<file path="src/shared/tcs_regs.vh">
`ifndef TCS_REGS_VH
`define TCS_REGS_VH

// register byte offsets
`define TCS_OFF_CONTROL_A_REG 8'h00
`define TCS_OFF_CMD_CLR 8'h04
`define TCS_OFF_CMD_SET 8'h08
`define TCS_OFF_SYNC_BUSY 8'h0C
`define TCS_OFF_STATUS 8'h10
`define TCS_OFF_OUTPUT_PATTERN 8'h14
`define TCS_OFF_OUTPUT_PATTERN_BUFFER 8'h18
`define TCS_OFF_WAVE 8'h1C
`define TCS_OFF_COUNT 8'h20
`define TCS_OFF_PER 8'h24
`define TCS_OFF_PERIOD_VALUE_BUFFER 8'h28
`define TCS_OFF_CC0 8'h2C
`define TCS_OFF_CCBUF0 8'h30
`define TCS_OFF_CC1 8'h34
`define TCS_OFF_CCBUF1 8'h38
`define TCS_LAST_WORD 6'h0E
`define TCS_BUSY_WORD 6'h03

// synchronized register slots
`define TCS_NSYNC 14
`define TCS_S_CONTROL_A_REG 0
`define TCS_S_CLR 1
`define TCS_S_SET 2
`define TCS_S_STATUS 3
`define TCS_S_OUTPUT_PATTERN 4
`define TCS_S_OUTPUT_PATTERN_BUFFER 5
`define TCS_S_WAVE 6
`define TCS_S_COUNT 7
`define TCS_S_PER 8
`define TCS_S_PERIOD_VALUE_BUFFER 9
`define TCS_S_CC0 10
`define TCS_S_CCBUF0 11
`define TCS_S_CC1 12
`define TCS_S_CCBUF1 13

// control a fields
`define TCS_CA_SOFT_RESET_BIT 0
`define TCS_CA_ENABLE 1
`define TCS_CA_CAPTEN 2

// command set/clear fields
`define TCS_CB_LOCK 1
`define TCS_CB_SINGLE_RUN_BIT 2
`define TCS_CB_IDX_LO 3
`define TCS_CB_IDX_HI 4
`define TCS_CB_CMD_LO 5
`define TCS_CB_CMD_HI 7

// command codes
`define TCS_CMD_NONE 3'h0
`define TCS_CMD_RETRIG 3'h1
`define TCS_CMD_STOP 3'h2
`define TCS_CMD_UPDATE 3'h3
`define TCS_CMD_RDSYNC 3'h4

// ramp index commands
`define TCS_IDX_TOGGLE 2'h0
`define TCS_IDX_SET 2'h1
`define TCS_IDX_CLEAR 2'h2
`define TCS_IDX_HOLD 2'h3

// status fields
`define TCS_ST_IDX 0
`define TCS_ST_STOP 1
`define TCS_ST_DONE 2

// wave modes
`define TCS_WAVE_DUAL_RAMP_MODE 3'h4
`define TCS_WAVE_DUAL_RAMP_ALT_MODE 3'h5

// counter clock: ref_clk divided down
`define TCS_CNT_DIV 4
`define TCS_VAL_W 16

`endif

</file>
<file path="src/design/tcs_timer_ctrl.v">
`timescale 1ns/1ps
`default_nettype none
`include "tcs_regs.vh"

module tcs_timer_ctrl (
    // clock and reset
    input wire ref_clk,
    input wire arst_n,
    // ahb-lite slave
    input wire hsel,
    input wire [7:0] haddr,
    input wire [1:0] htrans,
    input wire hwrite,
    input wire [2:0] hsize,
    input wire [31:0] hwdata,
    input wire hready,
    output wire hreadyout,
    output reg [31:0] hrdata,
    output wire hresp,
    // counter events, valid on cnt_tick
    input wire update_cond,
    input wire wrap_cond,
    input wire [15:0] count_in,
    output wire cnt_tick,
    // counter control
    output reg cnt_enable,
    output reg cnt_capture_en,
    output reg cnt_running,
    output reg cnt_retrigger,
    output reg cnt_stop,
    output reg cnt_soft_reset,
    output reg cnt_load,
    output reg [15:0] cnt_load_value,
    // active values
    output reg [2:0] wave_mode,
    output reg [15:0] period_value,
    output reg [15:0] compare_capture_value0,
    output reg [15:0] compare_capture_value1,
    output reg [7:0] pattern_output,
    output reg [7:0] pattern_value,
    output reg [3:0] output_swap,
    output reg cycle_select_flag
);
    ////////////////////////////////////////////////////////////////////////////
    // reset release and counter tick
    reg rst_m_q;
    reg rst_n_q;
    wire rst_n;

    always @(posedge ref_clk or negedge arst_n)
    begin
        if (!arst_n)
        begin
            rst_m_q <= 1'b0;
            rst_n_q <= 1'b0;
        end
        else
        begin
            rst_m_q <= 1'b1;
            rst_n_q <= rst_m_q;
        end
    end
    assign rst_n = rst_n_q;

    tcs_tick_div #(.DIV(`TCS_CNT_DIV)) u_div (
        .clk(ref_clk),
        .rst_n(rst_n),
        .tick(cnt_tick)
    );

    ////////////////////////////////////////////////////////////////////////////
    // ahb-lite slave
    wire [5:0] a_word = haddr[7:2];
    wire a_mapped = (a_word <= `TCS_LAST_WORD) && (a_word != `TCS_BUSY_WORD);
    wire [3:0] a_slot = (a_word < `TCS_BUSY_WORD) ? a_word[3:0] : a_word[3:0] - 4'h1;
    wire a_go = hsel & htrans[1] & hready;
    reg dp_wr_q;
    reg [3:0] dp_slot_q;
    wire [`TCS_NSYNC-1:0] busy;
    wire [`TCS_NSYNC*32-1:0] sdata;
    wire [`TCS_NSYNC-1:0] strobe;
    // a write to a slot still crossing stalls instead of losing the older value
    wire wr_stall = dp_wr_q & busy[dp_slot_q];
    wire wr_go = dp_wr_q & ~wr_stall;

    assign hreadyout = ~wr_stall;
    assign hresp = 1'b0;

    always @(posedge ref_clk or negedge rst_n)
    begin
        if (!rst_n)
        begin
            dp_wr_q <= 1'b0;
            dp_slot_q <= 4'h0;
        end
        else if (hreadyout)
        begin
            dp_wr_q <= a_go & hwrite & a_mapped;
            dp_slot_q <= a_slot;
        end
    end

    genvar gi;
    generate
        for (gi = 0; gi < `TCS_NSYNC; gi = gi + 1)
        begin : g_slot
            tcs_sync_slot #(.W(32)) u_slot (
                .clk(ref_clk),
                .rst_n(rst_n),
                .tick(cnt_tick),
                .wr(wr_go && (dp_slot_q == gi)),
                .wdata(hwdata),
                .busy(busy[gi]),
                .sdata(sdata[gi*32 +: 32]),
                .strobe(strobe[gi])
            );
        end
    endgenerate

    ////////////////////////////////////////////////////////////////////////////
    // counter-domain state
    reg lock_q;
    reg single_run_bit_q;
    reg [1:0] ramp_index_command_q;
    reg done_q;
    reg [15:0] count_rd_q;
    reg [7:0] output_pattern_oe_buf_q;
    reg [7:0] output_pattern_val_buf_q;
    reg [3:0] swap_buf_q;
    reg [15:0] per_buf_q;
    reg [15:0] cc0_buf_q;
    reg [15:0] cc1_buf_q;

    wire [31:0] w_control_a_reg = sdata[`TCS_S_CONTROL_A_REG*32 +: 32];
    wire [31:0] w_clr = sdata[`TCS_S_CLR*32 +: 32];
    wire [31:0] w_set = sdata[`TCS_S_SET*32 +: 32];
    wire [31:0] w_status = sdata[`TCS_S_STATUS*32 +: 32];
    wire [31:0] w_output_pattern = sdata[`TCS_S_OUTPUT_PATTERN*32 +: 32];
    wire [31:0] w_output_pattern_buffer = sdata[`TCS_S_OUTPUT_PATTERN_BUFFER*32 +: 32];
    wire [31:0] w_wave = sdata[`TCS_S_WAVE*32 +: 32];
    wire [31:0] w_count = sdata[`TCS_S_COUNT*32 +: 32];
    wire [31:0] w_per = sdata[`TCS_S_PER*32 +: 32];
    wire [31:0] w_period_value_buffer = sdata[`TCS_S_PERIOD_VALUE_BUFFER*32 +: 32];
    wire [31:0] w_cc0 = sdata[`TCS_S_CC0*32 +: 32];
    wire [31:0] w_ccbuf0 = sdata[`TCS_S_CCBUF0*32 +: 32];
    wire [31:0] w_cc1 = sdata[`TCS_S_CC1*32 +: 32];
    wire [31:0] w_ccbuf1 = sdata[`TCS_S_CCBUF1*32 +: 32];

    wire set_go = strobe[`TCS_S_SET];
    wire clr_go = strobe[`TCS_S_CLR];
    wire [2:0] cmd = set_go ? w_set[`TCS_CB_CMD_HI:`TCS_CB_CMD_LO] : `TCS_CMD_NONE;
    wire soft_reset_bit = strobe[`TCS_S_CONTROL_A_REG] & w_control_a_reg[`TCS_CA_SOFT_RESET_BIT];
    wire hw_upd = cnt_tick & update_cond;
    wire hw_wrap = cnt_tick & wrap_cond;
    wire dual_ramp = (wave_mode == `TCS_WAVE_DUAL_RAMP_MODE) || (wave_mode == `TCS_WAVE_DUAL_RAMP_ALT_MODE);
    wire copy_go = (hw_upd & (~lock_q | cnt_capture_en))
        | (cmd == `TCS_CMD_UPDATE);
    wire single_run_bit_end = hw_wrap & single_run_bit_q & cnt_running;

    ////////////////////////////////////////////////////////////////////////////
    // control bits: set and clear registers
    always @(posedge ref_clk or negedge rst_n)
    begin
        if (!rst_n)
        begin
            lock_q <= 1'b0;
            single_run_bit_q <= 1'b0;
            ramp_index_command_q <= `TCS_IDX_TOGGLE;
        end
        else if (soft_reset_bit)
        begin
            lock_q <= 1'b0;
            single_run_bit_q <= 1'b0;
            ramp_index_command_q <= `TCS_IDX_TOGGLE;
        end
        else
        begin
            if (clr_go && w_clr[`TCS_CB_LOCK])
                lock_q <= 1'b0;
            if (set_go && w_set[`TCS_CB_LOCK])
                lock_q <= 1'b1;
            if (clr_go && w_clr[`TCS_CB_SINGLE_RUN_BIT])
                single_run_bit_q <= 1'b0;
            if (set_go && w_set[`TCS_CB_SINGLE_RUN_BIT])
                single_run_bit_q <= 1'b1;
            // executed command clears, then a fresh write lands on top
            if (hw_upd && dual_ramp)
                ramp_index_command_q <= `TCS_IDX_TOGGLE;
            if (clr_go)
                ramp_index_command_q <= ramp_index_command_q & ~w_clr[`TCS_CB_IDX_HI:`TCS_CB_IDX_LO];
            if (set_go && (w_set[`TCS_CB_IDX_HI:`TCS_CB_IDX_LO] != `TCS_IDX_TOGGLE))
                ramp_index_command_q <= w_set[`TCS_CB_IDX_HI:`TCS_CB_IDX_LO];
        end
    end

    ////////////////////////////////////////////////////////////////////////////
    // run control, commands and cycle index
    always @(posedge ref_clk or negedge rst_n)
    begin
        if (!rst_n)
        begin
            cnt_enable <= 1'b0;
            cnt_capture_en <= 1'b0;
            cnt_running <= 1'b0;
            cnt_retrigger <= 1'b0;
            cnt_stop <= 1'b0;
            cnt_soft_reset <= 1'b0;
            cnt_load <= 1'b0;
            cnt_load_value <= 16'h0000;
            count_rd_q <= 16'h0000;
            cycle_select_flag <= 1'b0;
            done_q <= 1'b0;
        end
        else
        begin
            cnt_soft_reset <= soft_reset_bit;
            cnt_retrigger <= (cmd == `TCS_CMD_RETRIG);
            cnt_stop <= (cmd == `TCS_CMD_STOP) | single_run_bit_end;
            cnt_load <= strobe[`TCS_S_COUNT];
            if (strobe[`TCS_S_COUNT])
                cnt_load_value <= w_count[15:0];
            if (cmd == `TCS_CMD_RDSYNC)
                count_rd_q <= count_in;
            if (soft_reset_bit)
            begin
                cnt_enable <= 1'b0;
                cnt_capture_en <= 1'b0;
                cnt_running <= 1'b0;
                cycle_select_flag <= 1'b0;
                done_q <= 1'b0;
            end
            else
            begin
                if (strobe[`TCS_S_CONTROL_A_REG])
                begin
                    cnt_enable <= w_control_a_reg[`TCS_CA_ENABLE];
                    cnt_capture_en <= w_control_a_reg[`TCS_CA_CAPTEN];
                    if (w_control_a_reg[`TCS_CA_ENABLE] && !cnt_enable)
                        cnt_running <= 1'b1;
                    if (!w_control_a_reg[`TCS_CA_ENABLE])
                        cnt_running <= 1'b0;
                end
                // without one-shot a wrap leaves the counter running
                if (cmd == `TCS_CMD_STOP || single_run_bit_end)
                    cnt_running <= 1'b0;
                if (cmd == `TCS_CMD_RETRIG && cnt_enable)
                    cnt_running <= 1'b1;
                // done flag: software clear loses to a same-cycle one-shot wrap stop
                if (strobe[`TCS_S_STATUS] && w_status[`TCS_ST_DONE])
                    done_q <= 1'b0;
                if (single_run_bit_end)
                    done_q <= 1'b1;
                if (hw_upd && dual_ramp)
                begin
                    case (ramp_index_command_q)
                        `TCS_IDX_TOGGLE: cycle_select_flag <= ~cycle_select_flag;
                        `TCS_IDX_SET: cycle_select_flag <= 1'b1;
                        `TCS_IDX_CLEAR: cycle_select_flag <= 1'b0;
                        `TCS_IDX_HOLD: cycle_select_flag <= cycle_select_flag;
                        default: cycle_select_flag <= cycle_select_flag;
                    endcase
                end
            end
        end
    end

    ////////////////////////////////////////////////////////////////////////////
    // double-buffered values, plus the unbuffered wave mode
    always @(posedge ref_clk or negedge rst_n)
    begin
        if (!rst_n)
        begin
            wave_mode <= 3'h0;
            period_value <= 16'hFFFF;
            per_buf_q <= 16'hFFFF;
            compare_capture_value0 <= 16'h0000;
            compare_capture_value1 <= 16'h0000;
            cc0_buf_q <= 16'h0000;
            cc1_buf_q <= 16'h0000;
            pattern_output <= 8'h00;
            pattern_value <= 8'h00;
            output_swap <= 4'h0;
            output_pattern_oe_buf_q <= 8'h00;
            output_pattern_val_buf_q <= 8'h00;
            swap_buf_q <= 4'h0;
        end
        else
        begin
            if (strobe[`TCS_S_WAVE])
                wave_mode <= w_wave[2:0];
            if (strobe[`TCS_S_PERIOD_VALUE_BUFFER])
                per_buf_q <= w_period_value_buffer[15:0];
            if (strobe[`TCS_S_CCBUF0])
                cc0_buf_q <= w_ccbuf0[15:0];
            if (strobe[`TCS_S_CCBUF1])
                cc1_buf_q <= w_ccbuf1[15:0];
            if (strobe[`TCS_S_OUTPUT_PATTERN_BUFFER])
            begin
                output_pattern_oe_buf_q <= w_output_pattern_buffer[7:0];
                output_pattern_val_buf_q <= w_output_pattern_buffer[15:8];
                swap_buf_q <= w_output_pattern_buffer[19:16];
            end
            // direct writes take priority over a buffer copy in the same cycle
            if (copy_go)
            begin
                period_value <= per_buf_q;
                compare_capture_value0 <= cc0_buf_q;
                compare_capture_value1 <= cc1_buf_q;
                pattern_output <= output_pattern_oe_buf_q;
                pattern_value <= output_pattern_val_buf_q;
                output_swap <= swap_buf_q;
            end
            if (strobe[`TCS_S_PER])
                period_value <= w_per[15:0];
            if (strobe[`TCS_S_CC0])
                compare_capture_value0 <= w_cc0[15:0];
            if (strobe[`TCS_S_CC1])
                compare_capture_value1 <= w_cc1[15:0];
            if (strobe[`TCS_S_OUTPUT_PATTERN])
            begin
                pattern_output <= w_output_pattern[7:0];
                pattern_value <= w_output_pattern[15:8];
                output_swap <= w_output_pattern[19:16];
            end
        end
    end

    ////////////////////////////////////////////////////////////////////////////
    // read data, sampled in the address phase from counter-domain copies
    reg [31:0] rd_mux;

    always @*
    begin
        rd_mux = 32'h00000000;
        case (haddr)
            `TCS_OFF_CONTROL_A_REG: rd_mux = {29'h0, cnt_capture_en, cnt_enable, 1'b0};
            `TCS_OFF_CMD_CLR,
            `TCS_OFF_CMD_SET: rd_mux = {24'h0, 3'h0, ramp_index_command_q, single_run_bit_q, lock_q, 1'b0};
            `TCS_OFF_SYNC_BUSY: rd_mux = {18'h0, busy};
            `TCS_OFF_STATUS: rd_mux = {29'h0, done_q, ~cnt_running, cycle_select_flag};
            `TCS_OFF_OUTPUT_PATTERN: rd_mux = {12'h0, output_swap, pattern_value, pattern_output};
            `TCS_OFF_OUTPUT_PATTERN_BUFFER: rd_mux = {12'h0, swap_buf_q, output_pattern_val_buf_q, output_pattern_oe_buf_q};
            `TCS_OFF_WAVE: rd_mux = {29'h0, wave_mode};
            `TCS_OFF_COUNT: rd_mux = {16'h0, count_rd_q};
            `TCS_OFF_PER: rd_mux = {16'h0, period_value};
            `TCS_OFF_PERIOD_VALUE_BUFFER: rd_mux = {16'h0, per_buf_q};
            `TCS_OFF_CC0: rd_mux = {16'h0, compare_capture_value0};
            `TCS_OFF_CCBUF0: rd_mux = {16'h0, cc0_buf_q};
            `TCS_OFF_CC1: rd_mux = {16'h0, compare_capture_value1};
            `TCS_OFF_CCBUF1: rd_mux = {16'h0, cc1_buf_q};
            default: rd_mux = 32'h00000000;
        endcase
    end

    always @(posedge ref_clk or negedge rst_n)
    begin
        if (!rst_n)
            hrdata <= 32'h00000000;
        else if (hreadyout && a_go && !hwrite)
            hrdata <= rd_mux;
    end
endmodule
`default_nettype wire

</file>
<file path="src/design/tcs_tick_div.v">
`timescale 1ns/1ps
`default_nettype none
// one-cycle enable pulse every DIV clocks
module tcs_tick_div #(
    parameter DIV = 4
) (
    // clock and reset
    input wire clk,
    input wire rst_n,
    // tick
    output reg tick
);
    reg [7:0] cnt_q;

    always @(posedge clk or negedge rst_n)
    begin
        if (!rst_n)
        begin
            cnt_q <= 8'h00;
            tick <= 1'b0;
        end
        else if (cnt_q == DIV[7:0] - 8'h01)
        begin
            cnt_q <= 8'h00;
            tick <= 1'b1;
        end
        else
        begin
            cnt_q <= cnt_q + 8'h01;
            tick <= 1'b0;
        end
    end
endmodule
`default_nettype wire

</file>
<file path="src/design/tcs_sync_slot.v">
`timescale 1ns/1ps
`default_nettype none
// bus write held busy until the next counter tick carries it across
module tcs_sync_slot #(
    parameter W = 32
) (
    // clock and reset
    input wire clk,
    input wire rst_n,
    // counter-domain tick
    input wire tick,
    // bus side
    input wire wr,
    input wire [W-1:0] wdata,
    output reg busy,
    // counter side
    output reg [W-1:0] sdata,
    output reg strobe
);
    always @(posedge clk or negedge rst_n)
    begin
        if (!rst_n)
        begin
            busy <= 1'b0;
            sdata <= {W{1'b0}};
            strobe <= 1'b0;
        end
        else
        begin
            strobe <= tick & busy;
            if (wr)
            begin
                sdata <= wdata;
                busy <= 1'b1;
            end
            else if (tick)
            begin
                busy <= 1'b0;
            end
        end
    end
endmodule
`default_nettype wire

</file>
<file path="config.mk">
export PLATFORM = sky130hd
export DESIGN_NAME = tcs_timer_ctrl
export DESIGN_NICKNAME = d
export VERILOG_FILES = /design/src/design/tcs_timer_ctrl.v /design/src/design/tcs_tick_div.v /design/src/design/tcs_sync_slot.v
export VERILOG_INCLUDE_DIRS = /design/src /design/src/shared
export SDC_FILE = /design/constraint.sdc
export NUM_CORES = 1
export LEC_CHECK = 0
export BUFFER_PORTS_ARGS = -buffer_cell sky130_fd_sc_hd__buf_2
export CORE_ASPECT_RATIO = 0.9
export CORE_MARGIN = 3
export CORE_UTILIZATION = 52
export CTS_BUF_LIST = sky130_fd_sc_hd__clkbuf_4
export CTS_CLUSTER_DIAMETER = 200
export CTS_CLUSTER_SIZE = 24
export DETAILED_ROUTE_END_ITERATION = 10
export HOLD_SLACK_MARGIN = 0.02
export PLACE_DENSITY = 0.72
export SLEW_MARGIN = 5
export SYNTH_ARGS = -nofsm -noshare
export SYNTH_HDL_FRONTEND = slang
export SYNTH_SLANG_ARGS = --single-unit
</file>
<file path="constraint.sdc">
create_clock -name ref_clk -period 13.95 [get_ports ref_clk]
set_input_delay 0.6975 -clock ref_clk [delete_from_list [all_inputs] [get_ports ref_clk]]
set_output_delay 0.6975 -clock ref_clk [all_outputs]
set_load 0.01 [all_outputs]
</file>
==> key figures <==
STA
  • RSZ-0062 raised after global routing: false
  • Tmin final: ~4.0 ns
  • Least-Margin Pin Slew: 1.29 ns
  • Worst setup margin: a little under 10 ns
  • Fin Setup TNS: 0 ns
  • Final period util: 0.288
  • Finish-stage setup viols: 0
  • Slew HR: 0.134
  • Worst Clk Skew: 0.0613 ns
  • Final Hold Viols: 0
  • FMAX: 249 MHz
  • Slew Viols, Final: 0

Synthesis
  • Dominant cells by area after synthesis: dfrtp_1 53%, mux2_2 18%, dfstp_2 4.6%
  • Warnings, synthesis: 0
  • Post-synthesis cell area: 18100 um^2
  • Seq cells post-synth: approximately 420
  • FFs w/ async S/R, synth: 1.00
  • Post-synth top area cell: dfrtp_1
  • Avg Synthesized Cell Area: 12.8 um^2
  • Post-synth top area share: 0.534
  • EDFF count, synth: 0
  • Synth cell types: 60
  • Most used DFF post-synth: dfrtp_1
  • Gate count of the mapped netlist: about 1400
  • Seq/Total Area, Yosys: 0.580

Global route
  • Initial antenna violation count: 2
  • Largest net degree at the start of global routing: about 170
  • Vias in the first global route: 11800
  • Gr usage total: 0.260
  • First-pass GRT wire length: roughly 74000 um
  • Grt ovf: 0

Job
  • Max Cap Viol: 0

Floorplan
  • Initial Utilization: 0.529
  • Chip Height: 183 um
  • Die width: around 200 um
  • Die footprint: 37100 um^2
  • Ports: slightly below 200
  • FP Rows: 64
  • Core ar.: 34200 um^2

Drt
  • Pre-antenna DRT Iters: 8
  • Vias/cell: approximately 6
  • DRC: 0
  • DR vias: 12100
  • Final wirelength: 48900 um
  • WL per Instance: 24.4 um
  • DRT antenna net count: 0
  • DR iter-0 viols: about 1100

Layout
  • Fin util: 0.571
  • Layout cells sized above 1: 0.366
  • P&R area growth vs syn: 7.86%
  • Layout Cells excl Fill: 2003
  • Commonest non-fill, non-tap cell in the layout: dfrtp_1
  • Nets: 1609
  • Most frequent cells in the layout: 385 x dfrtp_1, 285 x mux2_2, 168 x buf_2

Worst setup path
  • Kind of end point of the critical path: output pin
  • Crit path max fanout: 14
  • Startpoint types: flip-flop
  • Arrival time at the worst endpoint: 3.31 ns
  • Critical path class: flip-flop to output pin
  • Worst R2R Path Depth: 5
  • R2R Setup Slk: 10.50 ns
  • Critical R2R Capture: hrdata[17]
  • Critical Path RT: roughly 13 ns
  • FF-to-FF Start: dp_slot_q[1]

Placed design
  • HPWL Detailed: 34100 um
  • Port buffer count: roughly 170
  • Dpl cells: 1971
  • Placer Congestion: 0.897
  • Worst slack at placement: 10.53 ns

Clocking
  • Clock Path Buffers: 3
  • H-tree levels: 1
  • TritonCTS clock tree: built
  • Post_cts resized: 0
  • Clock slew at reported path FFs: 0.24 ns
  • Clk sinks: 418
  • Worst skew pair latency: about 0.8 ns
  • Cts hold-fix bufs: 1
  • Root buf cell: clkbuf_4
  • Setup bufs post-CTS: 0
  • Cts bufs inserted: 21

Worst hold path
  • Hold path cells: 2
  • Hold Crit Class: input pin to flip-flop
  • Hold Path End: count_rd_q[0]
  • Beginning of the worst hold path: count_in[0]

Status
  • Outcome: finished, final reports clean

Power
  • Maximum vdd drop: about 0.065 mV
  • Pwr per Cell Area: a little over 100 nW/um^2
  • Pwr Total: 1.98 mW
  • Leak: 8.94 nW
==> synthesized netlist by cell type (all sizes together) (6+ instances only) <==
| master | number |
|---|---|
| a21oi | 13 |
| o22ai | 15 |
| inv | 17 |
| nand3 | 12 |
| nor2b | 7 |
| buf | 38 |
| dfstp | 32 |
| o21ai | 107 |
| a22oi | 42 |
| xnor2 | 6 |
| a222oi | 6 |
| nor3 | 13 |
| nand2 | 128 |
| nor2 | 33 |
| mux2i | 79 |
| a22o | 13 |
| and2 | 9 |
| clkbuf | 69 |
| dfrtp | 386 |
| a211oi | 11 |
| a21o | 7 |
| and3 | 8 |
| mux2 | 285 |
| a32oi | 6 |
| ha | 8 |
==> worst max-delay path: stages (launching register included) <==
cell	delay [ns]
dfrtp_1	0.72
mux4_2	0.56
a22o_1	0.25
nor3_1	0.72
buf_2	0.29
==> stage by stage <==
stage / cell area (um^2) / hold slack, ns
final: 19500 / 0.145
after global routing: 19500 / 0.104
after CTS: 19500 / 0.115
after detailed placement: 19300 / 0.298
after global placement: 19300 / 0.293
after floorplan: 18100 / 0.331
==> worst max-delay path by stage <==
stage            startpoint           end  slack (ns)  cells after the start
2_1_floorplan         rst_n  cc0_buf_q[0]        1.49                      0
3_3_place_gp   dp_slot_q[1]    hrdata[19]       10.59                      5
3_5_place_dp   dp_slot_q[1]    hrdata[16]       10.53                      5
4_1_cts        dp_slot_q[1]     hreadyout        9.97                      4
5_1_grt        dp_slot_q[1]     hreadyout        9.80                      4
6_report       dp_slot_q[1]     hreadyout        9.94                      4
==> sequential cells by signal, indices dropped and copies added, names as in the netlist, 8 cells and up <==
name	cells
g_slot.u_slot.sdata	170
hrdata	20
cc0_buf_q	16
cc1_buf_q	16
cnt_load_value	16
compare_capture_value0	16
compare_capture_value1	16
count_rd_q	16
per_buf_q	16
period_value	16
g_slot.u_slot.busy	14
g_slot.u_slot.strobe	14
output_pattern_oe_buf_q	8
output_pattern_val_buf_q	8
pattern_output	8
pattern_value	8
u_div.cnt_q	8
==> power breakdown <==
| part | total (mW) | internal [mW] | switching [mW] |
|---|---|---|---|
| Clock | 0.449 | 0.0944 | 0.355 |
| Sequential | 1.34 | 1.28 | 0.0569 |
| Combinational | 0.197 | 0.0827 | 0.115 |
==> kinds of logic after synthesis <==
kind of cell | Yosys count | share of synthesized area
XOR/XNOR | 8 | 0.00387
AO/OA/AOI/OAI | 240 | 0.0879
flip-flops | 418 | 0.580
adder cells (fa/ha/maj) | 8 | 0.00553
multiplexers | 368 | 0.226
other | 2 | 0.000415
buffers and inverters | 124 | 0.0301
AND/OR/NAND/NOR | 249 | 0.0663
==> metal layers <==
| metal | share of wire | global-route usage | up-vias | wire length, um |
|---|---|---|---|---|
| li1 | - | - | 5283 | - |
| met1 | 0.45 | 0.395 | 6227 | 21900 |
| met2 | 0.43 | 0.388 | 509 | 21200 |
| met3 | 0.087 | 0.0522 | 101 | 4250 |
| met4 | 0.032 | 0.0668 | 2 | 1570 |
| met5 | 0.00027 | 0 | - | 13 |
==> area by class of cell <==
cell class / count / area [um^2]
Fill cell: 2903 / 14700
Sequential cell: 418 / 10500
Multi-Input combinational cell: 887 / 7140
Timing Repair Buffer: 188 / 1010
Tap cell: 462 / 578
Clock buffer: 28 / 210
Inverter: 17 / 63.8
Clock inverter: 2 / 20.0
Antenna cell: 1 / 2.50
(Power assumes the default switching activity.)
